[src/hw/supervisor_defs.svh]
// Timing and count constants for the supervisor block
`ifndef SUPERVISOR_DEFS_SVH
`define SUPERVISOR_DEFS_SVH
`define CLK_PERIOD_NS     40
`define TICK_NS           1000000
`define RST_TIMEOUT_MS    200
`define WD_SLOW_MS        1600
`define WD_FAST_MS        100
`define EXT_WD_NORMAL_CLK 1024
`define EXT_WD_FIRST_CLK  4096
`define EXT_RST_CLK       2048
`define CE_HOLD_NS        15000
`define KICK_PULSE_NS     100
`endif

[src/hw/supervisor_pkg.sv]
// Types shared by the supervisor block
package supervisor_pkg;
  typedef enum logic [1:0] {
    ST_RUN  = 2'b01,
    ST_HOLD = 2'b10
  } state_type;
endpackage

[src/hw/supervisor_watchdog_reset_ce_gate.sv]
// Supervisor core: reset stretch, three-level watchdog, chip-enable gate
// Summary of operation
// - Reset while supply bad, then stretch 200ms, or 2048 external clocks
// - Two reset outputs, always mutually inverse
// - Stuck kick past timeout faults and resets
// - Any kick level change restarts timer
// - Floating kick disables the watchdog
// - Supply bad, backup, float force fault high
// - Watchdog timeout gives one reset period
// - Fault stays low until next kick change, supply bad, backup or float
// - Stuck kick gives periodic reset pulses
// - Internal slow mode: 1.6s watchdog, 200ms reset
// - Internal fast mode: 100ms, first 1.6s
// - External clock: 1024, 4096, 2048 clocks
// - Enabled gate passes chip-enable unchanged
// - Disabled gate drives chip-enable high
// - Cut gate on input high or 15us
// - Gate stays disabled through power-up reset
// - Backup decision never drives reset itself
// - Power-fail result isolated from everything
// - Low-line follows supply good three clocks later, no stretch
// - Select high means internal oscillator
`include "supervisor_defs.svh"

module supervisor_watchdog_reset_ce_gate #(
  parameter int TICK_CYCLES = (`TICK_NS + `CLK_PERIOD_NS - 1) / `CLK_PERIOD_NS,
  parameter int DIV_W       = $clog2(TICK_CYCLES),
  parameter int CNT_W       = 13
) (
  input  wire logic clk,
  input  wire logic rst,
  input  wire logic supplyGood,
  input  wire logic supplyBelowBackup,
  input  wire logic kickInput,
  input  wire logic kickFloat,
  input  wire logic timebaseSelect,
  input  wire logic timebaseInput,
  input  wire logic powerfailSense,
  input  wire logic ceInN,
  output logic      resetN,
  output logic      resetHigh,
  output logic      watchdogFaultN,
  output logic      ceOutN,
  output logic      lowLineN,
  output logic      powerfailFlagN,
  output logic      backupActive
);

  localparam int        IN_W      = 8;
  localparam logic [8:0] CE_CYCLES = 9'((`CE_HOLD_NS + `CLK_PERIOD_NS - 1) / `CLK_PERIOD_NS);
  localparam int        CE_BOUND  = (`CE_HOLD_NS + `CLK_PERIOD_NS - 1) / `CLK_PERIOD_NS + 2;

  logic [IN_W-1:0]         sync1_ff;
  logic [IN_W-1:0]         sync2_ff;
  logic                    supS;
  logic                    belowS;
  logic                    kickS;
  logic                    floatS;
  logic                    selS;
  logic                    tbS;
  logic                    pfS;
  logic                    ceS;
  logic                    tbPrev_ff;
  logic                    kickPrev_ff;
  logic [DIV_W-1:0]        divCnt_ff;
  logic                    tick;
  logic                    extMode;
  logic                    fastMode;
  logic                    backupNow;
  supervisor_pkg::state_type state_ff;
  supervisor_pkg::state_type nxt_state;
  logic [CNT_W-1:0]        rstCnt_ff;
  logic [CNT_W-1:0]        wdCnt_ff;
  logic [CNT_W-1:0]        wdLim;
  logic [CNT_W-1:0]        rstLim;
  logic                    firstPeriod_ff;
  logic                    wdEnable;
  logic                    kickChange;
  logic                    wdExpire;
  logic                    rstDone;
  logic                    nxt_resetN;
  logic                    resetN_ff;
  logic                    resetHigh_ff;
  logic                    watchdogFaultN_ff;
  logic                    ceEnabled_ff;
  logic [8:0]              ceTimer_ff;
  logic                    ceOutN_ff;
  logic                    lowLineN_ff;
  logic                    powerfailFlagN_ff;
  logic                    backupActive_ff;

  // Watchdog terminal count for the current timebase
  function automatic logic [CNT_W-1:0] wdLimit(input logic ext, input logic fast, input logic first);
    logic [CNT_W-1:0] lim;
    lim = '0;
    if (ext) begin
      lim = first ? CNT_W'(`EXT_WD_FIRST_CLK) : CNT_W'(`EXT_WD_NORMAL_CLK);
    end else if (fast && !first) begin
      lim = CNT_W'(`WD_FAST_MS);
    end else begin
      lim = CNT_W'(`WD_SLOW_MS);
    end
    return lim;
  endfunction

  // Reset stretch terminal count for the current timebase
  function automatic logic [CNT_W-1:0] rstLimit(input logic ext);
    return ext ? CNT_W'(`EXT_RST_CLK) : CNT_W'(`RST_TIMEOUT_MS);
  endfunction

  // Two-stage synchronisers for every pin
  always_ff @(posedge clk) begin
    if (rst) begin
      sync1_ff <= 8'h00;
      sync2_ff <= 8'h00;
    end else begin
      sync1_ff <= {ceInN, powerfailSense, timebaseInput, timebaseSelect,
                   kickFloat, kickInput, supplyBelowBackup, supplyGood};
      sync2_ff <= sync1_ff;
    end
  end

  assign supS   = sync2_ff[0];
  assign belowS = sync2_ff[1];
  assign kickS  = sync2_ff[2];
  assign floatS = sync2_ff[3];
  assign selS   = sync2_ff[4];
  assign tbS    = sync2_ff[5];
  assign pfS    = sync2_ff[6];
  assign ceS    = sync2_ff[7];

  assign backupNow = !supS && belowS;
  assign extMode   = !selS;
  assign fastMode  = selS && !tbS;

  // Timebase: internal tick divider or external clock edges
  always_ff @(posedge clk) begin
    if (rst) begin
      divCnt_ff <= '0;
      tbPrev_ff <= 1'b0;
    end else begin
      tbPrev_ff <= tbS;
      if (extMode || divCnt_ff == DIV_W'(TICK_CYCLES - 1)) begin
        divCnt_ff <= '0;
      end else begin
        divCnt_ff <= divCnt_ff + 1'b1;
      end
    end
  end

  assign tick = extMode ? (tbS && !tbPrev_ff) : (divCnt_ff == DIV_W'(TICK_CYCLES - 1));

  assign wdLim  = wdLimit(extMode, fastMode, firstPeriod_ff);
  assign rstLim = rstLimit(extMode);

  // Kick change detection on synchronised samples
  always_ff @(posedge clk) begin
    if (rst) begin
      kickPrev_ff <= 1'b0;
    end else begin
      kickPrev_ff <= kickS;
    end
  end

  assign kickChange = !floatS && (kickS != kickPrev_ff);
  assign wdEnable   = (state_ff == supervisor_pkg::ST_RUN) && supS && !backupNow && !floatS;
  assign wdExpire   = wdEnable && !kickChange && tick && (wdCnt_ff == wdLim - 1'b1);
  assign rstDone    = supS && tick && (rstCnt_ff == rstLim - 1'b1);

  // Reset state machine
  always_comb begin
    nxt_state = state_ff;
    unique case (state_ff)
      supervisor_pkg::ST_RUN: begin
        if (!supS || wdExpire) begin
          nxt_state = supervisor_pkg::ST_HOLD;
        end
      end
      supervisor_pkg::ST_HOLD: begin
        if (rstDone) begin
          nxt_state = supervisor_pkg::ST_RUN;
        end
      end
      default: begin
        nxt_state = supervisor_pkg::ST_HOLD;
      end
    endcase
  end

  always_ff @(posedge clk) begin
    if (rst) begin
      state_ff <= supervisor_pkg::ST_HOLD;
    end else begin
      state_ff <= nxt_state;
    end
  end

  // Reset stretch counter, restarted while supply is bad
  always_ff @(posedge clk) begin
    if (rst) begin
      rstCnt_ff <= '0;
    end else if (state_ff != supervisor_pkg::ST_HOLD || !supS || rstDone) begin
      rstCnt_ff <= '0;
    end else if (tick) begin
      rstCnt_ff <= rstCnt_ff + 1'b1;
    end
  end

  // First watchdog period after each reset uses the long count
  always_ff @(posedge clk) begin
    if (rst) begin
      firstPeriod_ff <= 1'b1;
    end else if (state_ff == supervisor_pkg::ST_HOLD) begin
      firstPeriod_ff <= 1'b1;
    end else if (kickChange || wdExpire) begin
      firstPeriod_ff <= 1'b0;
    end
  end

  // Watchdog counter
  always_ff @(posedge clk) begin
    if (rst) begin
      wdCnt_ff <= '0;
    end else if (!wdEnable || kickChange || wdExpire) begin
      wdCnt_ff <= '0;
    end else if (tick) begin
      wdCnt_ff <= wdCnt_ff + 1'b1;
    end
  end

  // Watchdog fault output
  always_ff @(posedge clk) begin
    if (rst) begin
      watchdogFaultN_ff <= 1'b1;
    end else if (!supS || backupNow || floatS) begin
      watchdogFaultN_ff <= 1'b1;
    end else if (wdExpire) begin
      watchdogFaultN_ff <= 1'b0;
    end else if (kickChange) begin
      watchdogFaultN_ff <= 1'b1;
    end
  end

  // Reset outputs from the state machine only; backup state is not an input here
  assign nxt_resetN = (nxt_state == supervisor_pkg::ST_RUN);

  always_ff @(posedge clk) begin
    if (rst) begin
      resetN_ff    <= 1'b0;
      resetHigh_ff <= 1'b1;
    end else begin
      resetN_ff    <= nxt_resetN;
      resetHigh_ff <= !nxt_resetN;
    end
  end

  // Chip-enable gate control
  always_ff @(posedge clk) begin
    if (rst) begin
      ceTimer_ff <= 9'h000;
    end else if (resetN_ff) begin
      ceTimer_ff <= 9'h000;
    end else if (ceTimer_ff != CE_CYCLES) begin
      ceTimer_ff <= ceTimer_ff + 1'b1;
    end
  end

  always_ff @(posedge clk) begin
    if (rst) begin
      ceEnabled_ff <= 1'b0;
    end else if (nxt_resetN && resetN_ff) begin
      ceEnabled_ff <= 1'b1;
    end else if (!resetN_ff && (ceS || ceTimer_ff >= CE_CYCLES - 1'b1)) begin
      ceEnabled_ff <= 1'b0;
    end
  end

  always_ff @(posedge clk) begin
    if (rst) begin
      ceOutN_ff <= 1'b1;
    end else if (ceEnabled_ff) begin
      ceOutN_ff <= ceS;
    end else begin
      ceOutN_ff <= 1'b1;
    end
  end

  // Side outputs
  always_ff @(posedge clk) begin
    if (rst) begin
      lowLineN_ff       <= 1'b0;
      powerfailFlagN_ff <= 1'b1;
      backupActive_ff   <= 1'b0;
    end else begin
      lowLineN_ff       <= supS;
      powerfailFlagN_ff <= pfS;
      backupActive_ff   <= backupNow;
    end
  end

  assign resetN         = resetN_ff;
  assign resetHigh      = resetHigh_ff;
  assign watchdogFaultN = watchdogFaultN_ff;
  assign ceOutN         = ceOutN_ff;
  assign lowLineN       = lowLineN_ff;
  assign powerfailFlagN = powerfailFlagN_ff;
  assign backupActive   = backupActive_ff;

  // Checks
  property p_inverse;
    @(posedge clk) disable iff (rst) resetHigh_ff == !resetN_ff;
  endproperty
  a_inverse: assert property (p_inverse) else $error("reset outputs not inverse");

  property p_supplyReset;
    @(posedge clk) disable iff (rst) !supS |=> !resetN_ff;
  endproperty
  a_supplyReset: assert property (p_supplyReset) else $error("no reset on bad supply");

  property p_lowLine;
    @(posedge clk) disable iff (rst) ##1 lowLineN_ff == $past(supS);
  endproperty
  a_lowLine: assert property (p_lowLine) else $error("low-line not following supply");

  property p_faultHighDisabled;
    @(posedge clk) disable iff (rst) (!supS || backupNow || floatS) |=> watchdogFaultN_ff;
  endproperty
  a_faultHighDisabled: assert property (p_faultHighDisabled) else $error("fault low while disabled");

  property p_timeoutFault;
    @(posedge clk) disable iff (rst) wdExpire |=> !watchdogFaultN_ff && !resetN_ff && resetHigh_ff;
  endproperty
  a_timeoutFault: assert property (p_timeoutFault) else $error("timeout without fault and reset");

  property p_kickRestart;
    @(posedge clk) disable iff (rst) kickChange |=> wdCnt_ff == '0;
  endproperty
  a_kickRestart: assert property (p_kickRestart) else $error("kick did not restart timer");

  property p_faultHold;
    @(posedge clk) disable iff (rst)
      (!watchdogFaultN_ff && !kickChange && supS && !floatS) |=> !watchdogFaultN_ff;
  endproperty
  a_faultHold: assert property (p_faultHold) else $error("fault released without kick");

  property p_ceFollow;
    @(posedge clk) disable iff (rst) ceEnabled_ff |=> ceOutN_ff == $past(ceS);
  endproperty
  a_ceFollow: assert property (p_ceFollow) else $error("chip-enable not passed");

  property p_ceBlocked;
    @(posedge clk) disable iff (rst) !ceEnabled_ff |=> ceOutN_ff;
  endproperty
  a_ceBlocked: assert property (p_ceBlocked) else $error("chip-enable not held high");

  property p_ceCut;
    @(posedge clk) disable iff (rst) $fell(resetN_ff) |-> ##[0:CE_BOUND] !ceEnabled_ff;
  endproperty
  a_ceCut: assert property (p_ceCut) else $error("gate not cut after reset");

  property p_holdNoCe;
    @(posedge clk) disable iff (rst) (!resetN_ff && !ceEnabled_ff) |=> !ceEnabled_ff;
  endproperty
  a_holdNoCe: assert property (p_holdNoCe) else $error("gate opened during reset");

  c_timeout:   cover property (@(posedge clk) disable iff (rst) wdExpire);
  c_ceByInput: cover property (@(posedge clk) disable iff (rst) !resetN_ff && ceS && $fell(ceEnabled_ff));
  c_ceByTime:  cover property (@(posedge clk) disable iff (rst) !ceS && $fell(ceEnabled_ff));
  c_release:   cover property (@(posedge clk) disable iff (rst) $rose(resetN_ff));

endmodule
[config.mk]
export PLATFORM = sky130hd
export DESIGN_NAME = supervisor_watchdog_reset_ce_gate
export DESIGN_NICKNAME = d
export VERILOG_FILES = /design/src/hw/supervisor_pkg.sv /design/src/hw/supervisor_watchdog_reset_ce_gate.sv
export VERILOG_INCLUDE_DIRS = /design/src /design/src/hw
export SDC_FILE = /design/constraint.sdc
export NUM_CORES = 1
export LEC_CHECK = 0
export CORE_ASPECT_RATIO = 0.5
export CORE_MARGIN = 2
export CORE_UTILIZATION = 50
export DETAILED_ROUTE_END_ITERATION = 16
export DONT_BUFFER_PORTS = 1
export GPL_TIMING_DRIVEN = 0
export HOLD_SLACK_MARGIN = 0.05
export SKIP_LAST_GASP = 1
export SLEW_MARGIN = 25
export SYNTH_ARGS = -nofsm -noshare
export SYNTH_HDL_FRONTEND = slang
export SYNTH_SLANG_ARGS = --single-unit
[constraint.sdc]
create_clock -name clk -period 3.2 [get_ports clk]
set_input_delay 0.96 -clock clk [delete_from_list [all_inputs] [get_ports clk]]
set_output_delay 0.96 -clock clk [all_outputs]
set_load 0.01 [all_outputs]
==> results of run 1 <==
==> worst min-delay path by stage <==
stage | startpoint | endpoint | cells past startpoint
2_1_floorplan | sync2_ff[6] | powerfailFlagN | 1
3_5_place_dp | sync2_ff[6] | powerfailFlagN | 1
6_report | sync2_ff[6] | powerfailFlagN | 1
4_1_cts | sync2_ff[6] | powerfailFlagN | 1
5_1_grt | sync2_ff[6] | powerfailFlagN | 1
3_3_place_gp | sync2_ff[6] | powerfailFlagN | 1
==> state kept, by name (all words and copies together) (netlist names), 2 cells and up <==
register    flops
sync2_ff        8
wdCnt_ff       13
state_ff        2
sync1_ff        8
ceTimer_ff      9
rstCnt_ff      13
divCnt_ff      15
==> area by class of cell <==
class	count	area (um2)
Fill cell	614	2800
Sequential cell	79	1580
Clock inverter	6	93.8
Clock buffer	10	229
Tap cell	92	115
Inverter	18	67.6
Multi-Input combinational cell	279	1780
Buffer	14	55.1
==> through the flow <==
| stage | cell area, um2 | setup WS (ns) | std cells | hold slack [ns] | utilization |
|---|---|---|---|---|---|
| 2_1_floorplan | 3480 | 0.838 | 390 | 0.389 | - |
| 3_3_place_gp | 3600 | 0.419 | 482 | 0.402 | 0.535 |
| 3_5_place_dp | 3600 | 0.349 | 482 | 0.400 | 0.535 |
| 4_1_cts | 3920 | 0.331 | 498 | 0.418 | 0.583 |
| 5_1_grt | 3920 | 0.00315 | 498 | 0.439 | 0.583 |
| 6_report | 3920 | 0.331 | 498 | 0.415 | 0.583 |
==> kinds of logic after synthesis <==
family                     share of synthesized area
and+or+nand+nor                                0.265
DFF                                            0.454
AOI/OAI and AO/OA                              0.127
xor gates and xnor gates                      0.0905
buffers and inverters                         0.0352
adders and majority gates                     0.0251
muxes                                        0.00323
==> cells in the final DEF, fill, tap and decap left out, drive strengths merged, types with 12 or more instances in the layout <==
| cell | count |
|---|---|
| a21oi | 18 |
| clkbuf | 22 |
| dfxtp | 79 |
| inv | 19 |
| nand2 | 20 |
| nand3 | 17 |
| nor2 | 47 |
| nor2b | 19 |
| o21ai | 16 |
| xnor2 | 12 |
| xor2 | 24 |
==> metal layers <==
| metal | part of all wire | up-vias | GRT usage |
|---|---|---|---|
| met4 | 0.0083 | 0 | 0.0747 |
| li1 | - | 1403 | - |
| met2 | 0.44 | 39 | 0.305 |
| met5 | 0 | - | 0 |
| met1 | 0.51 | 1270 | 0.269 |
| met3 | 0.041 | 8 | 0.0620 |
==> power breakdown <==
group	leakage (nW)	total, mW	internal [mW]	switching (mW)
clock network	0.153	1.09	0.688	0.402
logic	0.500	0.0430	0.0168	0.0262
registers	0.641	1.01	0.999	0.0115
total	1.29	2.14	1.70	0.439
==> results.json, run 1 <==
{
  "worstRegToRegCells": 7,
  "startpoint_type": "flip-flop",
  "antenna_found_initial": 0,
  "power_density_nw_per_um2": 546,
  "synth.avg_cell_area_um2": 8.93,
  "syn-num-nets": 407,
  "fp-row-count": 21,
  "timing.final.crit_share": 0.896,
  "post_drt_via_cell_ratio": 5.46,
  "synth_most_common_cell": "dfxtp_1",
  "dr.pass1.iters": 6,
  "place.gp.congestion": 0.806,
  "io_pins": 17,
  "path_clk_slew_ns": 0.06,
  "vias": 2720,
  "synth_common_cells": "dfxtp_1 (79), nor2_1 (47), xor2_1 (24), nand2_1 (20), nor2b_1 (19)",
  "syn-instance-count": 390,
  "cts_buffers": 9,
  "wirelength_mm": 7.07,
  "die-area_um2": 7690,
  "crit_start": "divCnt_ff[0]",
  "drv_cap": 0,
  "criticalPathCategory": "flip-flop to flip-flop",
  "cp_max_fo": 10,
  "relSlewSlack": 0.493,
  "hold_violations": 0,
  "grt_pass1_wl_mm": 12.0,
  "cts_max_level": 3,
  "grt_pass1_vias": 2587,
  "endpoint_kind": "flip-flop",
  "postCtsHoldBufs": 0,
  "dp_hpwl_mm": 5.07,
  "drt_iter0_markers": 128,
  "p_leak_nw": 1.29,
  "core-area_um2": 6730,
  "post_cts_resized": 0,
  "setup-tns-final_ns": 0,
  "yosys-top-cells-area": "dfxtp_1 (45%), xor2_1 (6.0%), nor2_1 (5.1%), nor2b_1 (3.4%), xnor2_1 (3.0%)",
  "post-route-min-period_ns": 2.87,
  "synth-main-ff-cell": "dfxtp_1",
  "yosys_warnings": 0,
  "post-cts-setup-buffers": 0,
  "grt_max_degree": 15,
  "cts.path.max_buffers": 2,
  "cp.depth": 7,
  "syn_area_um2": 3480,
  "grt_use_total": 0.201,
  "synth_top_area_frac": 0.454,
  "finalSetupViolCount": 0,
  "crit_family": "simple AND/OR/NAND/NOR gates",
  "synth_largest_area_cell": "dfxtp_1",
  "endpoint": "wdCnt_ff[2]",
  "clk-insertion-delay-late_ns": 0.34,
  "power_mw": 2.14,
  "layout-drive-gt1-share": 0.0690,
  "finClkSkew_ns": 0.00613,
  "reg2reg_from": "divCnt_ff[0]",
  "tightestPinTransition_ns": 0.755,
  "peakVddDrop_mv": 0.256,
  "critPathMaxStageDelay_ns": 0.74,
  "status": "completed",
  "io_buffers": 0,
  "die_y_um": 63.0,
  "synth_enable_flop_cells": 0,
  "drc": 0,
  "reg2reg_slack_ns": 0.33,
  "cts_sinks": 79,
  "cts-root-buf": "clkbuf_16",
  "r2r-end": "wdCnt_ff[2]",
  "cp_slowest_cell": "nor4_2",
  "die-width_um": 122,
  "layout.nets": 418,
  "rsz0062_at_grt": "false",
  "slew_viol_final": 0,
  "post_drt_wl_per_cell_um": 14.2,
  "hp-class": "flip-flop to flip-flop",
  "crit_path_cell_trace": "ha_1, nand4b_1, nor4_2, o32ai_1, o21ai_1, buf_2, nor2_1",
  "synth_seq_cells": 79,
  "initial_core_util": 0.518,
  "max_freq_mhz": 349,
  "synth_cell_types": 48,
  "async_reset_ff_frac": 0,
  "arrival_ns": 3.09,
  "cts_tree": "done",
  "area_growth_pct": 12.6,
  "path_buf_inv": 1,
  "critical_path_required_ns": 3.42,
  "ant_nets": 0,
  "diodes": 0,
  "overflow": 0,
  "seq_area_frac_synth": 0.454
}
No activity file was read; power rests on OpenSTA's default activity.
==> run 2, diff against run 1 <==
--- a/config.mk
+++ b/config.mk
@@ -6,6 +6,7 @@
 export SDC_FILE = /design/constraint.sdc
 export NUM_CORES = 1
 export LEC_CHECK = 0
+export ABC_AREA = 1
 export CORE_ASPECT_RATIO = 0.5
 export CORE_MARGIN = 2
 export CORE_UTILIZATION = 50
==> results.json, run 2 <==
{
  "yosys.area_share.simple": 0.333,
  "max_freq_mhz": 516,
  "drv_cap": 0,
  "setup-tns-final_ns": 0,
  "grt_max_degree": 15,
  "drc": 0,
  "antenna_found_initial": 0,
  "post_drt_wl_per_cell_um": 11.4,
  "status": "completed",
  "post_drt_via_cell_ratio": 4.99,
  "finClkSkew_ns": 0.00652,
  "timing.final.crit_share": 0.606,
  "critical_path_required_ns": 3.46,
  "syn_area_um2": 3610,
  "ant_nets": 0,
  "synth_compound_area_frac": 0.0846,
  "syn-instance-count": 493,
  "r2r-end": "rstCnt_ff[4]",
  "worstRegToRegCells": 10,
  "cts_buffers": 9,
  "area_growth_pct": 11.3,
  "cts_max_level": 3,
  "io_pins": 17,
  "final_common_cell": "nand2_1",
  "regMostFlops": "divCnt_ff",
  "core-area_um2": 6830,
  "initial_core_util": 0.528,
  "grt_pass1_wl_mm": 12.1,
  "async_reset_ff_frac": 0,
  "drt_iter0_markers": 159,
  "endpoint_kind": "flip-flop",
  "post-cts-setup-buffers": 0,
  "post-route-min-period_ns": 1.94,
  "reg2reg_slack_ns": 1.26,
  "die-width_um": 124,
  "finalSetupViolCount": 0,
  "dpl-instance-area_um2": 3720,
  "tightestPinTransition_ns": 0.474,
  "synth_common_cells": "nand2_1 (96), dfxtp_1 (79), nor2_1 (75), inv_1 (71), a21oi_1 (34)",
  "synth_cell_types": 36,
  "place.gp.congestion": 0.854,
  "layout-drive-gt1-share": 0.106,
  "seq_area_frac_synth": 0.438,
  "p_leak_nw": 1.53,
  "post_cts_resized": 0,
  "cts_tree": "done",
  "stdcell_area_um2": 4020,
  "hp-class": "flip-flop to flip-flop",
  "hold_depth": 2,
  "overflow": 0,
  "rsz0062_at_grt": "false",
  "synth_seq_cells": 79,
  "layout.nets": 521,
  "power_density_nw_per_um2": 514,
  "path_clk_slew_ns": 0.06,
  "layout_common_cells": "nand2_1 (96), dfxtp_1 (79), nor2_1 (75), inv_1 (71), a21oi_1 (34)",
  "slew_viol_final": 0,
  "synth.avg_cell_area_um2": 7.32,
  "synth_largest_area_cell": "dfxtp_1",
  "fp-row-count": 21,
  "io_buffers": 0,
  "postCtsHoldBufs": 0,
  "yosys-top-cells-area": "dfxtp_1 (44%), nand2_1 (10%), nor2_1 (7.8%), inv_1 (7.4%), a21oi_1 (4.7%)",
  "arrival_ns": 2.20,
  "synth_most_common_cell": "nand2_1",
  "synthAdderAreaFrac": 0.0243,
  "grt_pass1_vias": 2715,
  "vias": 2993,
  "clk-insertion-delay-late_ns": 0.33,
  "largest_reg_flops": 15,
  "holdCritStartpoint": "sync1_ff[6]",
  "die_y_um": 64.1,
  "synth_enable_flop_cells": 0,
  "wirelength_mm": 6.85,
  "cts.path.max_buffers": 2,
  "syn-num-nets": 510,
  "synth-main-ff-cell": "dfxtp_1",
  "n_fill_cell": 651,
  "hold_violations": 0,
  "cts_sinks": 79,
  "synth_top_area_frac": 0.438,
  "die-area_um2": 7960,
  "criticalPathCategory": "flip-flop to flip-flop",
  "grt_use_total": 0.195,
  "synthXorXnorAreaFrac": 0.0267,
  "startpoint_type": "flip-flop",
  "post-route-util": 0.588,
  "dp_hpwl_mm": 5.13,
  "yosys_warnings": 0,
  "cp_max_fo": 7,
  "dr.pass1.iters": 5,
  "top_regs": "divCnt_ff (15), rstCnt_ff (13), wdCnt_ff (13)",
  "peakVddDrop_mv": 0.310,
  "power_mw": 2.07,
  "relSlewSlack": 0.684,
  "hold_path_end": "sync2_ff[6]",
  "cts-root-buf": "clkbuf_16",
  "diodes": 0,
  "reg2reg_from": "divCnt_ff[0]",
  "synth_top_family_by_area": "simple AND/OR/NAND/NOR gates",
  "synthMuxAreaShare": 0
}
-- run 2: changes by cell type after synthesis, sizes merged, moves of 11 or more --
| cell | previous run | this run |
|---|---|---|
| xor2 | 24 | 8 |
| nand2 | 20 | 100 |
| inv | 18 | 77 |
| nor2 | 47 | 84 |
| nor2b | 19 | 0 |
| nand3 | 17 | 31 |
| nor3 | 8 | 19 |
| a21oi | 18 | 36 |
-- run 2: worst max path at each step --
| stage | cells past startpoint | endpoint | start | slack, ns |
|---|---|---|---|---|
| floorplan | 5 | rstCnt_ff[4] | rst | 1.43 |
| global placement | 5 | rstCnt_ff[4] | rst | 1.08 |
| detailed placement | 5 | rstCnt_ff[4] | rst | 1.03 |
| finish | 10 | rstCnt_ff[4] | divCnt_ff[0] | 1.26 |
| global route | 12 | wdCnt_ff[5] | wdCnt_ff[0] | 1.00 |
| CTS | 12 | wdCnt_ff[5] | wdCnt_ff[0] | 1.28 |
-- run 2: cell type report --
| type | count | area (um2) | share of cell area |
|---|---|---|---|
| clock buffers | 9 | 225 | 0.0560 |
| multi-input cells | 330 | 1690 | 0.421 |
| plain buffers | 7 | 46.3 | 0.0115 |
| clock inverters | 6 | 68.8 | 0.0171 |
| well taps | 92 | 115 | 0.0286 |
| inverters | 77 | 289 | 0.0719 |
| flip-flops and latches | 79 | 1580 | 0.394 |
-- run 2: layer usage --
metal / track usage / vias to the layer above / routed length (um)
li1: - / 1584 / -
met1: 0.270 / 1342 / 3430
met2: 0.283 / 58 / 2960
met3: 0.0598 / 9 / 370
met4: 0.0772 / 0 / 93
met5: 0 / - / 0
-- run 2: where the power goes --
group	switching (mW)	total [mW]	internal [mW]
Combinational	0.0372	0.0580	0.0208
Clock	0.394	0.998	0.604
Sequential	0.0106	1.01	1.00
Total	0.442	2.07	1.63
-- run 2: logic make-up after synthesis --
family / count (synthesis)
xor gates and xnor gates: 11
and+or+nand+nor: 256
AOI/OAI and AO/OA: 56
adders and majority gates: 7
buffers and inverters: 84
DFF: 79
-- run 2: per-stage QoR --
step | worst slack, ns | hold WS, ns | cells
CTS | 1.28 | 0.403 | 600
global placement | 1.08 | 0.391 | 585
detailed placement | 1.03 | 0.392 | 585
finish | 1.26 | 0.399 | 600
global route | 1.00 | 0.415 | 600
floorplan | 1.43 | 0.388 | 493
-- run 2: worst max-delay path: stages (launching register included) --
cell	delay, ns
dfxtp_1	0.32
ha_1	0.22
nand3_1	0.11
nor2_2	0.07
nand3_2	0.09
nand2_4	0.07
nand2_1	0.09
nand2_1	0.08
nor2_1	0.35
inv_1	0.24
nor3_1	0.21
